==> src/ssrr_consts.svh <==
// Purpose: offsets, reset values and layout constants for the scratch and revision bank
// Assumes: byte-wide registers on the processor i/o bus
// Notes: included by its bare name
`ifndef SSRR_CONSTS_SVH
`define SSRR_CONSTS_SVH
`define SSRR_SCR_OFS_0 8'h00
`define SSRR_SCR_OFS_3 8'h03
`define SSRR_REV_RSVD_OFS 8'h00
`define SSRR_REV_OFS 8'h01
`define SSRR_SCR_RESET 8'h00
`define SSRR_RSVD_READ 8'h00
`define SSRR_FIRST_REV 8'h00
`endif

==> src/ssrr_pkg.sv <==
// Purpose: types for the scratch and revision bank
// Assumes: nothing
// Notes: access operations as seen on the i/o bus
package ssrr_pkg;
  typedef enum logic [2:0] {
    SSRR_OP_NONE = 3'h0,
    SSRR_OP_WRITE = 3'h1,
    SSRR_OP_SET_BIT = 3'h3,
    SSRR_OP_CLR_BIT = 3'h2,
    SSRR_OP_TEST_BIT = 3'h6
  } ssrr_op_t;
endpackage : ssrr_pkg

==> src/ssrr_bus_if.sv <==
// Purpose: carries one decoded scratch access from the top to the storage module
// Assumes: one access per cycle
// Notes: none
`timescale 1ns/10ps
interface ssrr_bus_if;
  import ssrr_pkg::*;
  ssrr_op_t op;
  logic [1:0] idx;
  logic [2:0] bit_sel;
  logic [7:0] wdata;
  logic [31:0] all_bytes;
  modport ctrl (output op, output idx, output bit_sel, output wdata, input all_bytes);
  modport store (input op, input idx, input bit_sel, input wdata, output all_bytes);
endinterface : ssrr_bus_if

==> src/ssrr_scratch.sv <==
// Purpose: four scratch bytes with byte write and single-bit set and clear
// Assumes: synchronous reset
// Notes: a bit op touches only the addressed bit
`timescale 1ns/10ps
`include "ssrr_consts.svh"
module ssrr_scratch
  import ssrr_pkg::*;
#(
  parameter int NUM_BYTES = 4
) (
  // clock and reset
  input wire logic i_clk,
  input wire logic i_srst,
  // access port
  ssrr_bus_if.store bus
);
  logic [7:0] mem_q [NUM_BYTES];
  logic [7:0] mem_d [NUM_BYTES];

  genvar g;
  generate
    for (g = 0; g < NUM_BYTES; g++) begin : g_byte
      always_comb begin
        mem_d[g] = mem_q[g];
        if (bus.idx == 2'(g)) begin
          case (bus.op)
            SSRR_OP_WRITE: mem_d[g] = bus.wdata;
            SSRR_OP_SET_BIT: mem_d[g] = mem_q[g] | (8'h01 << bus.bit_sel);
            SSRR_OP_CLR_BIT: mem_d[g] = mem_q[g] & ~(8'h01 << bus.bit_sel);
            default: mem_d[g] = mem_q[g];
          endcase
        end
      end
      always_ff @(posedge i_clk) begin
        if (i_srst) begin
          mem_q[g] <= `SSRR_SCR_RESET;
        end else begin
          mem_q[g] <= mem_d[g];
        end
      end
      assign bus.all_bytes[8*g +: 8] = mem_q[g];
    end
  endgenerate
endmodule : ssrr_scratch

==> src/ssrr_top.sv <==
// Purpose: scratch byte bank and read-only silicon revision register
// Assumes: byte-wide processor i/o port, one access per cycle, synchronous inputs
// Notes: read data and bit test result are registered, valid one cycle after the request
//
// Summary of operation
// - four 8-bit scratch bytes keep last write
// - scratch bytes at offsets zero to three
// - single-bit set, clear and test supported
// - revision at offset one, read-only
// - revision counts up from zero per letter
`timescale 1ns/10ps
`include "ssrr_consts.svh"
module ssrr_top
  import ssrr_pkg::*;
#(
  parameter logic [7:0] SILICON_REV = `SSRR_FIRST_REV
) (
  // clock and reset
  input wire logic i_clk,
  input wire logic i_srst,
  // scratch byte access
  input wire logic i_scr_sel,
  input wire logic [7:0] i_scr_addr,
  input wire logic i_scr_wr,
  input wire logic i_scr_rd,
  input wire logic i_scr_set_bit,
  input wire logic i_scr_clr_bit,
  input wire logic i_scr_test_bit,
  input wire logic [2:0] i_bit_sel,
  input wire logic [7:0] i_wdata,
  // system info block access
  input wire logic i_info_sel,
  input wire logic [7:0] i_info_addr,
  input wire logic i_info_rd,
  // answers
  output logic [7:0] o_rdata,
  output logic o_rvalid,
  output logic o_bit_val
);
  ssrr_bus_if bus ();

  logic scr_hit;
  logic [7:0] rdata_d, rdata_q;
  logic rvalid_d, rvalid_q;
  logic bit_d, bit_q;
  logic [7:0] cur_byte;

  // out-of-range offsets simply miss; they neither store nor answer with data
  assign scr_hit = i_scr_sel && (i_scr_addr <= `SSRR_SCR_OFS_3);

  always_comb begin
    bus.op = SSRR_OP_NONE;
    bus.idx = i_scr_addr[1:0];
    bus.bit_sel = i_bit_sel;
    bus.wdata = i_wdata;
    if (scr_hit) begin
      if (i_scr_wr) begin
        bus.op = SSRR_OP_WRITE;
      end else if (i_scr_set_bit) begin
        bus.op = SSRR_OP_SET_BIT;
      end else if (i_scr_clr_bit) begin
        bus.op = SSRR_OP_CLR_BIT;
      end else begin
        bus.op = SSRR_OP_NONE;
      end
    end
  end

  ssrr_scratch #(.NUM_BYTES(4)) u_scratch (
    .i_clk(i_clk),
    .i_srst(i_srst),
    .bus(bus)
  );

  assign cur_byte = bus.all_bytes[8*i_scr_addr[1:0] +: 8];

  always_comb begin
    rdata_d = 8'h00;
    rvalid_d = 1'b0;
    bit_d = bit_q;
    if (scr_hit && i_scr_rd) begin
      rdata_d = cur_byte;
      rvalid_d = 1'b1;
    end else if (scr_hit && i_scr_test_bit) begin
      bit_d = cur_byte[i_bit_sel];
      rvalid_d = 1'b1;
      rdata_d = cur_byte;
    end else if (i_info_sel && i_info_rd) begin
      rvalid_d = 1'b1;
      if (i_info_addr == `SSRR_REV_OFS) begin
        rdata_d = SILICON_REV;
      end else begin
        rdata_d = `SSRR_RSVD_READ;
      end
    end
  end

  // the info block has no write path at all, so writes there cannot land
  always_ff @(posedge i_clk) begin
    if (i_srst) begin
      rdata_q <= 8'h00;
      rvalid_q <= 1'b0;
      bit_q <= 1'b0;
    end else begin
      rdata_q <= rdata_d;
      rvalid_q <= rvalid_d;
      bit_q <= bit_d;
    end
  end

  assign o_rdata = rdata_q;
  assign o_rvalid = rvalid_q;
  assign o_bit_val = bit_q;
endmodule : ssrr_top

==> config.mk <==
export PLATFORM = sky130hd
export DESIGN_NAME = ssrr_top
export DESIGN_NICKNAME = d
export VERILOG_FILES = /design/src/ssrr_pkg.sv /design/src/ssrr_bus_if.sv /design/src/ssrr_scratch.sv /design/src/ssrr_top.sv
export VERILOG_INCLUDE_DIRS = /design/src
export SDC_FILE = /design/constraint.sdc
export NUM_CORES = 1
export LEC_CHECK = 0
export BUFFER_PORTS_ARGS = -buffer_cell sky130_fd_sc_hd__buf_2
export CORE_ASPECT_RATIO = 1.75
export CORE_MARGIN = 4
export CORE_UTILIZATION = 30
export DETAILED_ROUTE_END_ITERATION = 8
export GPL_TIMING_DRIVEN = 0
export PLACE_DENSITY_LB_ADDON = 0.25
export SETUP_SLACK_MARGIN = 0.4
export SYNTH_ARGS = -nofsm -noshare
export SYNTH_HDL_FRONTEND = slang
export SYNTH_SLANG_ARGS = --single-unit
==> constraint.sdc <==
create_clock -name i_clk -period 3.2 [get_ports i_clk]
set_input_delay 0.64 -clock i_clk [delete_from_list [all_inputs] [get_ports i_clk]]
set_output_delay 0.64 -clock i_clk [all_outputs]
set_load 0.02 [all_outputs]
Word level (Yosys, flattened, before mapping)
Memories as Yosys holds them, arrays and structs flattened.
Index checks and enable logic that the tools add are counted.
{"block": "classes", "add_sub_neg": 0, "mul": 0, "div": 0, "magnitude_cmp": 2, "eq_ne": 6, "shift": 2, "n_mux": 26, "n_bitwise": 14, "n_reduce_logical": 6}
{"operator": "8-bit one-hot mux with 3 select lines", "count": 4}
{"operator": "8-bit 2-to-1 mux", "count": 10}
{"operator": "8-bit AND", "count": 4}
{"operator": "8-bit bitwise OR", "count": 4}
{"operator": "32-bit by 6-bit indexed part select with 8-bit output", "count": 1}
{"operator": "2-bit equality test, second input constant", "count": 4}
{"operator": "8-bit by 2-bit less-or-equal comparator with 1-bit output, second input constant", "count": 1}
{"operator": "2-bit 2-to-1 mux", "count": 4}
{"operator": "8-bit NOT", "count": 1}
{"operator": "1-bit by 3-bit << shifter with 8-bit output, first input constant", "count": 1}
{"operator": "1-bit 2-to-1 mux", "count": 7}
{"operator": "2-bit by 1-bit equality test with 1-bit output, second input constant", "count": 2}
{"operator": "1-bit logical AND", "count": 4}
{"operator": "3-bit by 4-bit < comparator with 1-bit output, second input constant", "count": 1}
{"operator": "1-bit bitwise OR", "count": 4}
{"operator": "1-bit binary-select mux with 3-bit select", "count": 1}
{"operator": "2-bit zero test", "count": 1}
{"operator": "2-bit AND reduction", "count": 1}
{"operator": "1-bit NOT", "count": 1}
{"block": "totals", "register_bits": 10, "latchBits": 0, "ramBits": 32, "mem_bits_ro": 0, "input_bits": 37, "out_inout_bits": 10, "word_cells": 60, "n_memories": 1}
{"name": "u_scratch.mem_q", "words": 4, "width": 8, "read_ports": 4, "rd_ports_with_merged_regs": 0, "write_ports": 4, "line": "ssrr_scratch.sv:17", "text": "logic [7:0] mem_q [NUM_BYTES];"}

Longest topological paths before layout
Gate-level depths: netlist of run 1.
{"block": "depth", "ltp_word": 8, "mapped_depth": 7, "ltp_nobuf": 5}

Hierarchy
From an unflattened synthesis of run 1, not the netlist that was laid out.
{"block": "hier_totals", "cells_unflattened": 274, "hier_area_um2": 2399.8}
{"module": "ssrr_scratch", "n_inst": 1, "cells_per_inst": 186, "area_each_um2": 1611.5, "seq_area_each_um2": 640.6}
{"module": "ssrr_top", "n_inst": 1, "cells_per_inst": 88, "area_each_um2": 788.3, "seq_area_each_um2": 200.2}

Worst setup path after synthesis of run 1
OpenSTA, ideal clock, no wires.
{"block": "synth_timing", "path_kind": "input -> register", "startpoint": "in i_scr_addr[0]", "endpoint": "reg bit_q, in the netlist o_bit_val", "setup_ps": 116, "arrival_ps": 1936, "t_required_ps": 3084, "setup_slack_ps": 1147, "cell_stages": 6, "n_path_buf": 1, "cell_sequence": "buf_6 > mux4_2 > mux2i_1 > nor2_1 > a311o_1 > a41o_1"}
{"block": "synth_via", "elab_chain_cells": 5, "word_cells_on_any_way": 9, "classes_between": "1 x order compare; 1 x shift; 2 x mux; 1 x bitwise; 4 x reduce/logical"}
{"element": "start, declared", "line": "ssrr_top.sv:23", "text": "input wire logic [7:0] i_scr_addr,"}
{"element": "branches (longest 5 deep; another with 32-bit by 6-bit indexed part select with 8-bit output)"}
{"element": "end signal, assigned", "line": "ssrr_top.sv:107", "text": "bit_q <= bit_d;"}
{"element": "end, declared", "line": "ssrr_top.sv:45", "text": "logic bit_d, bit_q;"}
Several ways; the timed one is not identified. The select of a mux whose other input is x is not followed.
A chain may end at the register's enable or synchronous reset.

==> reports/summary.log, run 1 <==
INFO  power          netSwitchingPower=0.000270W
INFO  finish         finish.instance_area=2670um2
INFO  finish         n_fill_cell=759
INFO  floorplanning  io_pins=47
INFO  global_route   maximum_number_of_pins_on_one_net_before_global_route_repair=13
INFO  finish         antenna_cells_inserted=0
INFO  finish         instances_no_fill=386
INFO  min_path       hold_path_startpoint=u_scratch.mem_q[1][6]$_SDFFE_PP0P_
INFO  yosys          yosys.area_share.simple=0.180
INFO  yosys          most_frequent_cell_after_synthesis=dfxtp_1
INFO  power          power.clock.fraction=0.470
INFO  route          dr.first_iter.drc_count=201
INFO  finish         multi_input_area=1270um2
INFO  yosys          synth_cells=258
INFO  yosys          synthTopCellsByCount=42 x dfxtp_1, 39 x a21oi_1, 27 x nand2_1, 18 x o21ai_0
INFO  yosys          ys.warnings.count=0
INFO  sta            totalNegativeSetupSlack=0ns
INFO  setup_path     worstPathArrival=2.50ns
INFO  power          power_density=444nW/um2
INFO  power          vdd_drop_max=0.177mV
INFO  yosys          synth_ff_type=dfxtp_1
INFO  setup_path     timing.reg2reg.setup_slack=1.52ns
INFO  sta            timing.fmax=0.438GHz
INFO  route          finalWirelength=7.14mm
INFO  floorplanning  core_region_area=7230um2
INFO  finish         post_route_cells_drive_above_1_share=0.240
INFO  setup_path     r2r_cells=5
INFO  floorplanning  die_area=8900um2
INFO  floorplanning  die_width=73.1um
INFO  floorplanning  die_y=122um
INFO  outcome        run_status=completed
INFO  power          power_frac_seq=0.442
INFO  finish         finalCoreUtilization=0.369
INFO  min_path       worst_hold_depth=2
INFO  sta            finalMaxSlewViolations=0
INFO  route          antenna_violating_nets_post_route=0
INFO  yosys          portion_of_netlist_area_occupied_by_mux_cells=0.125
INFO  clock_tree     ctsResizeCount=0
INFO  min_path       whs_endpoint=u_scratch.mem_q[1][6]$_SDFFE_PP0P_
INFO  clock_tree     clockBufferDepth=2
INFO  finish         syn_to_final_growth=20.0%
INFO  route          viasPerCell=5.53
INFO  yosys          synth_area_per_cell=8.61um2
INFO  yosys          synth_enable_flop_cells=0
INFO  setup_path     required=3.42ns
INFO  global_route   global_route_usage_over_all_layers=0.167
INFO  setup_path     critical_path_s_top_delay_family=simple AND/OR/NAND/NOR gates
INFO  clock_tree     cts_max_level=2
INFO  power          switching_share=0.227
INFO  yosys          postSynth.asyncResetShare=0
INFO  route          drt_pre_antenna_iters=5
INFO  sta            relSlewSlack=0.211
INFO  global_route   grt_first_pass_wirelength=11.0mm
INFO  setup_path     worst-path-max-fanout=8
INFO  clock_tree     tritoncts=done
INFO  clock_tree     numCtsBuffers=5
INFO  clock_tree     hold_buffers=0
INFO  yosys          adder_and_majority_gate_portion_of_the_synthesized_area=0
INFO  power          totalPowerFinal=0.00119W
INFO  setup_path     crit_path_cell_trace=buf_2 > nor4b_2 > nand2_1 > nor4_2 > nand2_1 > a21oi_1
INFO  setup_path     worstPathBufferInverterCount=1
INFO  yosys          yosys_register_bits=42
INFO  finish         nets=336
INFO  route          dr_total_vias=2136
INFO  clock_tree     clockRootBuffer=clkbuf_16
INFO  sta            grt_setup_unrepaired=false
INFO  yosys          yosysSeqAreaShare=0.378
INFO  yosys          net_count_synth=295
INFO  min_path       timing.hold.worst.class=reg -> reg
INFO  global_route   antenna_found_initial=0
INFO  yosys          netlist_top_cells_area=dfxtp_1 38%, a21oi_1 8.8%, mux2_2 4.6%
INFO  sta            finalSetupViolCount=0
INFO  power          total_leakage_power=0.977nW
INFO  sta            period_share=0.713
INFO  setup_path     regToRegEndpoint=o_bit_val$_SDFFE_PP0P_
INFO  place          dp_hpwl=5.33mm
INFO  yosys          yosys.area.top_type_share=0.378
INFO  floorplanning  num_rows=41
INFO  setup_path     crit_path_most_repeated_cell=nand2_1
INFO  yosys          xor_xnor_share_of_the_synthesized_area=0
INFO  yosys          synth_top_area_cell=dfxtp_1
INFO  route          route.detailed.wl_per_inst=18.5um
INFO  place          dpl.cell_count=378
INFO  setup_path     critical_path_class=in -> reg
INFO  setup_path     r2r_start=u_scratch.mem_q[1][10]$_SDFFE_PP0P_
INFO  clock_tree     number_of_clock_sinks=42
INFO  sta            tightestPinTransition=1.17ns
INFO  global_route   global_route_overflow=0
INFO  sta            timing_hold_violations_final=0
INFO  run            maxCapViolCount=0
INFO  finish         final-seq-area=841um2
INFO  sta            clock_skew=0.00199ns
INFO  setup_path     setup.worst_path.start_class=primary input
INFO  power          comb_power_share=0.087
INFO  yosys          synthesis.area=2220um2
INFO  setup_path     critical_path.slowest_cell=nor4_2
INFO  yosys          synth_top_family_by_area=compound AO/OA/AOI/OAI gates
INFO  yosys          netlist-cell-type-count=44
INFO  setup_path     critical_path.max_stage_delay=0.91ns
INFO  place          gp_congestion=0.889
INFO  clock_tree     post_cts.repair.setup_buffers=0
INFO  route          route.detailed.drc=0
INFO  place          postPlaceCellArea=2500um2
INFO  floorplanning  floorplan.initialDensity=0.307
INFO  global_route   grt_pass1_vias=2070
INFO  place          numPortBuffers=34
INFO  clock_tree     clk_pin_slew_worst_paths=0.06ns
INFO  setup_path     endpoint_kind=flip-flop
INFO  sta            finalCriticalPeriod=2.28ns
INFO  clock_tree     worst_skew_pair.late_latency=0.29ns
INFO  yosys          compound_gate_portion_of_the_synthesized_area=0.269
INFO  power          power_report.internal_total=0.000916W
[layout make-up]
cell class / instances / area share
multi-input cells: 194 / 0.478
flip-flops and latches: 42 / 0.315
clock buffers: 8 / 0.0624
repair buffers: 34 / 0.0638
well taps: 86 / 0.0404
plain buffers: 19 / 0.0357
inverters: 3 / 0.00422
[worst reg2reg max path, delay by kind of cell, from the launching register on]
kind | cells | cell delay, ns
multiplexers | 2 | 0.66
flip-flops | 1 | 0.31
AO/OA/AOI/OAI | 2 | 0.54
AND/OR/NAND/NOR | 1 | 0.05
[through the flow]
step | setup WS, ns | hold slack, ns
CTS | 0.935 | 0.471
global placement | 0.677 | 0.457
floorplan | 1.15 | 0.431
detailed placement | 0.640 | 0.462
global route | 0.722 | 0.487
finish | 0.919 | 0.472
[worst max-delay path by stage]
stage / slack (ns) / cells after the start / endpoint / from
floorplan: 1.15 / 6 / o_bit_val$_SDFFE_PP0P_ / i_scr_addr[0]
global placement: 0.68 / 6 / u_scratch.mem_q[0][3]$_SDFFE_PP0P_ / i_scr_addr[3]
detailed placement: 0.64 / 6 / u_scratch.mem_q[0][7]$_SDFFE_PP0P_ / i_scr_addr[3]
CTS: 0.93 / 6 / u_scratch.mem_q[0][7]$_SDFFE_PP0P_ / i_scr_addr[3]
global route: 0.72 / 6 / u_scratch.mem_q[0][4]$_SDFFE_PP0P_ / i_scr_addr[3]
finish: 0.92 / 6 / u_scratch.mem_q[0][7]$_SDFFE_PP0P_ / i_scr_addr[3]
[power groups by stage]
stage / clock network [W] / registers [W] / logic (W)
final: 0.000557 / 0.000524 / 0.000103
after global routing: 0.000589 / 0.000524 / 0.000112
after CTS: 0.000570 / 0.000524 / 0.000103
after detailed placement: 0 / 0.000536 / 0.000102
after global placement: 0 / 0.000536 / 0.000102
after floorplan: 0 / 0.000536 / 0.0000592
[routing by layer]
metal | vias to the layer above | wire length [um] | track usage
li1 | 1045 | - | -
met1 | 994 | 2620 | 0.174
met2 | 77 | 3770 | 0.297
met3 | 20 | 433 | 0.0330
met4 | 0 | 311 | 0.100
met5 | - | 0 | 0
[layout by cell type, fill, tap and decap left out, types with 3 or more instances in the layout]
cell type  netlist  layout
mux4_2           3       3
mux2_2           9       9
o2bb2ai_1        3       3
clkbuf_16        0       5
a211oi_1        11      11
dfxtp_1         42      42
a21oi_1         39      39
and2_1           7       7
nor3_1          11      11
clkbuf_8         0       3
mux2i_1          3       3
clkbuf_1         8       8
buf_2            7      41
inv_1            3       3
nor2_1          11      11
mux4_1           3       3
a21oi_2          3       3
nand2b_1         3       3
o21ai_1         10      10
o21ai_0         18      18
a22o_1           3       3
nand2_1         27      27
nor2b_1          4       4
nand3_1          3       3
[cell families after synthesis]
family	after synthesis
buffers and inverters	22
muxes	18
and+or+nand+nor	78
DFF	42
AOI/OAI and AO/OA	98
[registers in the layout (all words and copies together) (netlist names)]
name             count
o_bit_val            1
o_rdata              8
o_rvalid             1
u_scratch.mem_q     32
Power figures use the tool's default switching activity.
==> inputs of run 2 (changes only) <==
- ABC_AREA: default -> 1
- clock period: 3.2 -> 1.9 ns (I/O delays scaled with it)
==> run 2 against run 1 <==
Area after synthesis rose by 16%; sequential cell count is the same; die area rose by 14%; worst setup slack got worse by 0.48 ns; routed wire length is 21% higher; count of clock-buffer cells in the layout is 1 lower; combinational power rose by 80%; largest cell class unchanged; final cell count up 54%.
==> reports/summary.log, run 2 <==
INFO  clock_tree     numCtsBuffers=5 [unchanged]
INFO  finish         syn_to_final_growth=30.1% [was 20.0%]
INFO  yosys          synth_top_area_cell=dfxtp_1 [unchanged]
INFO  global_route   global_route_overflow=0 [unchanged]
INFO  finish         instances_no_fill=595 [was 386]
INFO  finish         post_route_cells_drive_above_1_share=0.210 [was 0.240]
INFO  min_path       worst_hold_depth=3 [was 2]
INFO  route          dr.first_iter.drc_count=246 [was 201]
INFO  power          power_density=581nW/um2 [was 444 nW/um2]
INFO  global_route   maximum_number_of_pins_on_one_net_before_global_route_repair=13 [unchanged]
INFO  setup_path     r2r_cells=8 [was 5]
INFO  place          numPortBuffers=36 [was 34]
INFO  route          drt_pre_antenna_iters=7 [was 5]
INFO  power          totalPowerFinal=0.00194W [was 0.00119 W]
INFO  setup_path     endpoint_kind=flip-flop [unchanged]
INFO  route          route.detailed.wl_per_inst=14.5um [was 18.5 um]
INFO  place          gp_congestion=0.846 [was 0.889]
INFO  yosys          synth_cells=416 [was 258]
INFO  route          route.detailed.drc=0 [unchanged]
INFO  yosys          yosys_register_bits=42 [unchanged]
INFO  sta            finalCriticalPeriod=1.46ns
INFO  finish         largest_register=u_scratch.mem_q [unchanged]
INFO  setup_path     required=2.09ns [was 3.42 ns]
INFO  sta            period_share=0.767
INFO  yosys          synth_enable_flop_cells=0 [unchanged]
INFO  yosys          synth_ff_type=dfxtp_1 [unchanged]
INFO  sta            finalSetupViolCount=0 [unchanged]
INFO  route          finalWirelength=8.63mm [was 7.14 mm]
INFO  sta            grt_setup_unrepaired=true [was false]
INFO  route          viasPerCell=4.80 [was 5.53]
INFO  setup_path     setup.worst_path.start_class=primary input [unchanged]
INFO  global_route   grt_first_pass_wirelength=13.1mm [was 11.0 mm]
INFO  yosys          netlist-cell-type-count=24 [was 44]
INFO  clock_tree     worst_skew_pair.late_latency=0.29ns [about the same]
INFO  clock_tree     clockBufferDepth=2 [unchanged]
INFO  finish         n_fill_cell=906 [was 759]
INFO  setup_path     timing.reg2reg.setup_slack=0.73ns [was 1.52 ns]
INFO  clock_tree     clockRootBuffer=clkbuf_16 [unchanged]
INFO  floorplanning  core_region_area=8310um2 [was 7230 um2]
INFO  yosys          synthTopCellsByCount=115 x nand2_1, 70 x inv_1, 54 x nand3_1, 45 x a21oi_1, 42 x dfxtp_1 [was 42 x dfxtp_1, 39 x a21oi_1, 27 x nand2_1, 18 x o21ai_0]
INFO  route          antenna_violating_nets_post_route=0 [unchanged]
INFO  run            maxCapViolCount=0 [unchanged]
INFO  floorplanning  num_rows=44 [was 41]
INFO  floorplanning  io_pins=47 [unchanged]
INFO  floorplanning  die_y=130um [was 122 um]
INFO  finish         layout_common_cells=111 x nand2_1, 67 x inv_1, 53 x nand3_1 [was 42 x dfxtp_1, 41 x buf_2, 39 x a21oi_1]
INFO  yosys          postSynth.asyncResetShare=0 [unchanged]
INFO  power          total_leakage_power=1.58nW [was 0.977 nW]
INFO  sta            clock_skew=0.00230ns [was 0.00199 ns]
INFO  finish         antenna_cells_inserted=0 [unchanged]
INFO  clock_tree     tritoncts=done [unchanged]
INFO  floorplanning  die_width=77.9um [was 73.1 um]
INFO  global_route   grt_pass1_vias=2577 [was 2070]
INFO  yosys          yosys.area.top_type_share=0.327 [was 0.378]
INFO  clock_tree     clk_pin_slew_worst_paths=0.06ns [about the same]
INFO  outcome        run_status=completed [unchanged]
INFO  finish         largest_register_ffs=32 [unchanged]
INFO  global_route   antenna_found_initial=0 [unchanged]
INFO  yosys          synth_area_per_cell=6.17um2 [was 8.61 um2]
INFO  clock_tree     number_of_clock_sinks=42 [unchanged]
INFO  yosys          netlist_top_cells_area=dfxtp_1 33%, nand2_1 17%, nand3_1 11% [was dfxtp_1 38%, a21oi_1 8.8%, mux2_2 4.6%]
INFO  sta            timing_hold_violations_final=0 [unchanged]
INFO  route          dr_total_vias=2857 [was 2136]
INFO  setup_path     worst-path-max-fanout=8 [unchanged]
INFO  sta            totalNegativeSetupSlack=0ns [unchanged]
INFO  finish         nets=516 [was 336]
INFO  floorplanning  floorplan.initialDensity=0.309 [was 0.307]
INFO  sta            tightestPinTransition=0.924ns [was 1.17 ns]
INFO  sta            timing.fmax=0.686GHz
INFO  clock_tree     cts_max_level=2 [unchanged]
INFO  place          dp_hpwl=6.21mm [was 5.33 mm]
INFO  sta            relSlewSlack=0.381 [was 0.211]
INFO  yosys          net_count_synth=453 [was 295]
INFO  global_route   global_route_usage_over_all_layers=0.169 [was 0.167]
INFO  finish         layout_commonest_cell=nand2_1 [was dfxtp_1]
INFO  min_path       timing.hold.worst.class=in -> reg [was reg -> reg]
INFO  yosys          most_frequent_cell_after_synthesis=nand2_1 [was dfxtp_1]
INFO  place          dpl.cell_count=567 [was 378]
INFO  yosys          ys.warnings.count=0 [unchanged]
INFO  setup_path     worstPathArrival=1.65ns [was 2.50 ns]
INFO  yosys          yosysSeqAreaShare=0.327 [was 0.378]
INFO  setup_path     critical_path_class=in -> reg [unchanged]
INFO  sta            finalMaxSlewViolations=0 [unchanged]
INFO  yosys          synthesis.area=2570um2 [was 2220 um2]
INFO  sta            hold-worst-slack=0.326ns [was 0.472 ns]
INFO  power          vdd_drop_max=0.333mV [was 0.177 mV]
INFO  finish         finalCoreUtilization=0.402 [was 0.369]
INFO  floorplanning  die_area=10200um2 [was 8900 um2]
## run 2: cell count changes after synthesis, moves of 9 or more
cell      before  now
o211ai_1       0   13
nand3_1        3   54
nand2_1       27  115
nor2_1        11   34
mux2_2         9    0
nor3_1        11    0
o21ai_1       10    0
a211oi_1      11    0
inv_1          3   70
## run 2: layer usage
metal  GRT usage  up-vias  share of wire
met2       0.320      120           0.52
met4      0.0989        0          0.045
met5           0        -              0
met1       0.173     1265           0.37
met3      0.0254       28          0.066
li1            -     1444              -
## run 2: kinds of logic (layout without fill, tap and decap cells)
group,after synthesis,after routing,synth area share
buffers and inverters,88,152,0.143
AND/OR/NAND/NOR,208,208,0.346
AO/OA/AOI/OAI,78,78,0.183
flip-flops,42,42,0.327
## run 2: area by class of cell
class	count	area, um2	area share
multi-input combinational	286	1420	0.425
sequential	42	841	0.252
timing repair buffer	56	382	0.114
inverter	76	325	0.0974
tap	115	144	0.0431
clock buffer	7	143	0.0427
buffer	12	81.3	0.0243
clock inverter	1	5.00	0.00150
## run 2: what timing repair did
item | CTS | global route
endpoints found under the hold margin | 0 | 0
cloned | 0 | 1
hold buffers | 0 | 0
resized for setup | 9 | 33
buffers inserted | 10 | 9
pin swaps | 3 | 9
setup endpoints to repair | 25 | 34
## run 2: per-stage QoR
stage,setup WS [ns],cell area (um2)
after detailed placement,-0.0114,2890
after global placement,-0.00321,2890
after CTS,0.400,3170
final,0.443,3340
after global routing,0.330,3340
after floorplan,0.423,2570
## run 2: critical path, cell delays in order
cell     delay [ns]
buf_6          0.09
nor3b_4        0.21
nand2_4        0.10
nor2_8         0.19
buf_4          0.15
o21ai_4        0.08
inv_2          0.20
nand3_1        0.11
nand2_1        0.07
inv_1          0.04
## run 2: power breakdown
group | switching (W) | internal, W | total, W
logic | 0.000122 | 0.0000627 | 0.000185
clock network | 0.000352 | 0.000521 | 0.000873
registers | 0.00000122 | 0.000883 | 0.000885
## run 2: final timing paths
| path | startpoint | to |
|---|---|---|
| setup / recovery | i_scr_addr[6] | u_scratch.mem_q[1][0]$_SDFFE_PP0P_ |
| hold / removal | i_info_rd | o_rvalid$_SDFF_PP0_ |
| setup reg to reg | u_scratch.mem_q[1][12]$_SDFFE_PP0P_ | o_bit_val$_SDFFE_PP0P_ |
| hold reg to reg | o_bit_val$_SDFFE_PP0P_ | o_bit_val$_SDFFE_PP0P_ |
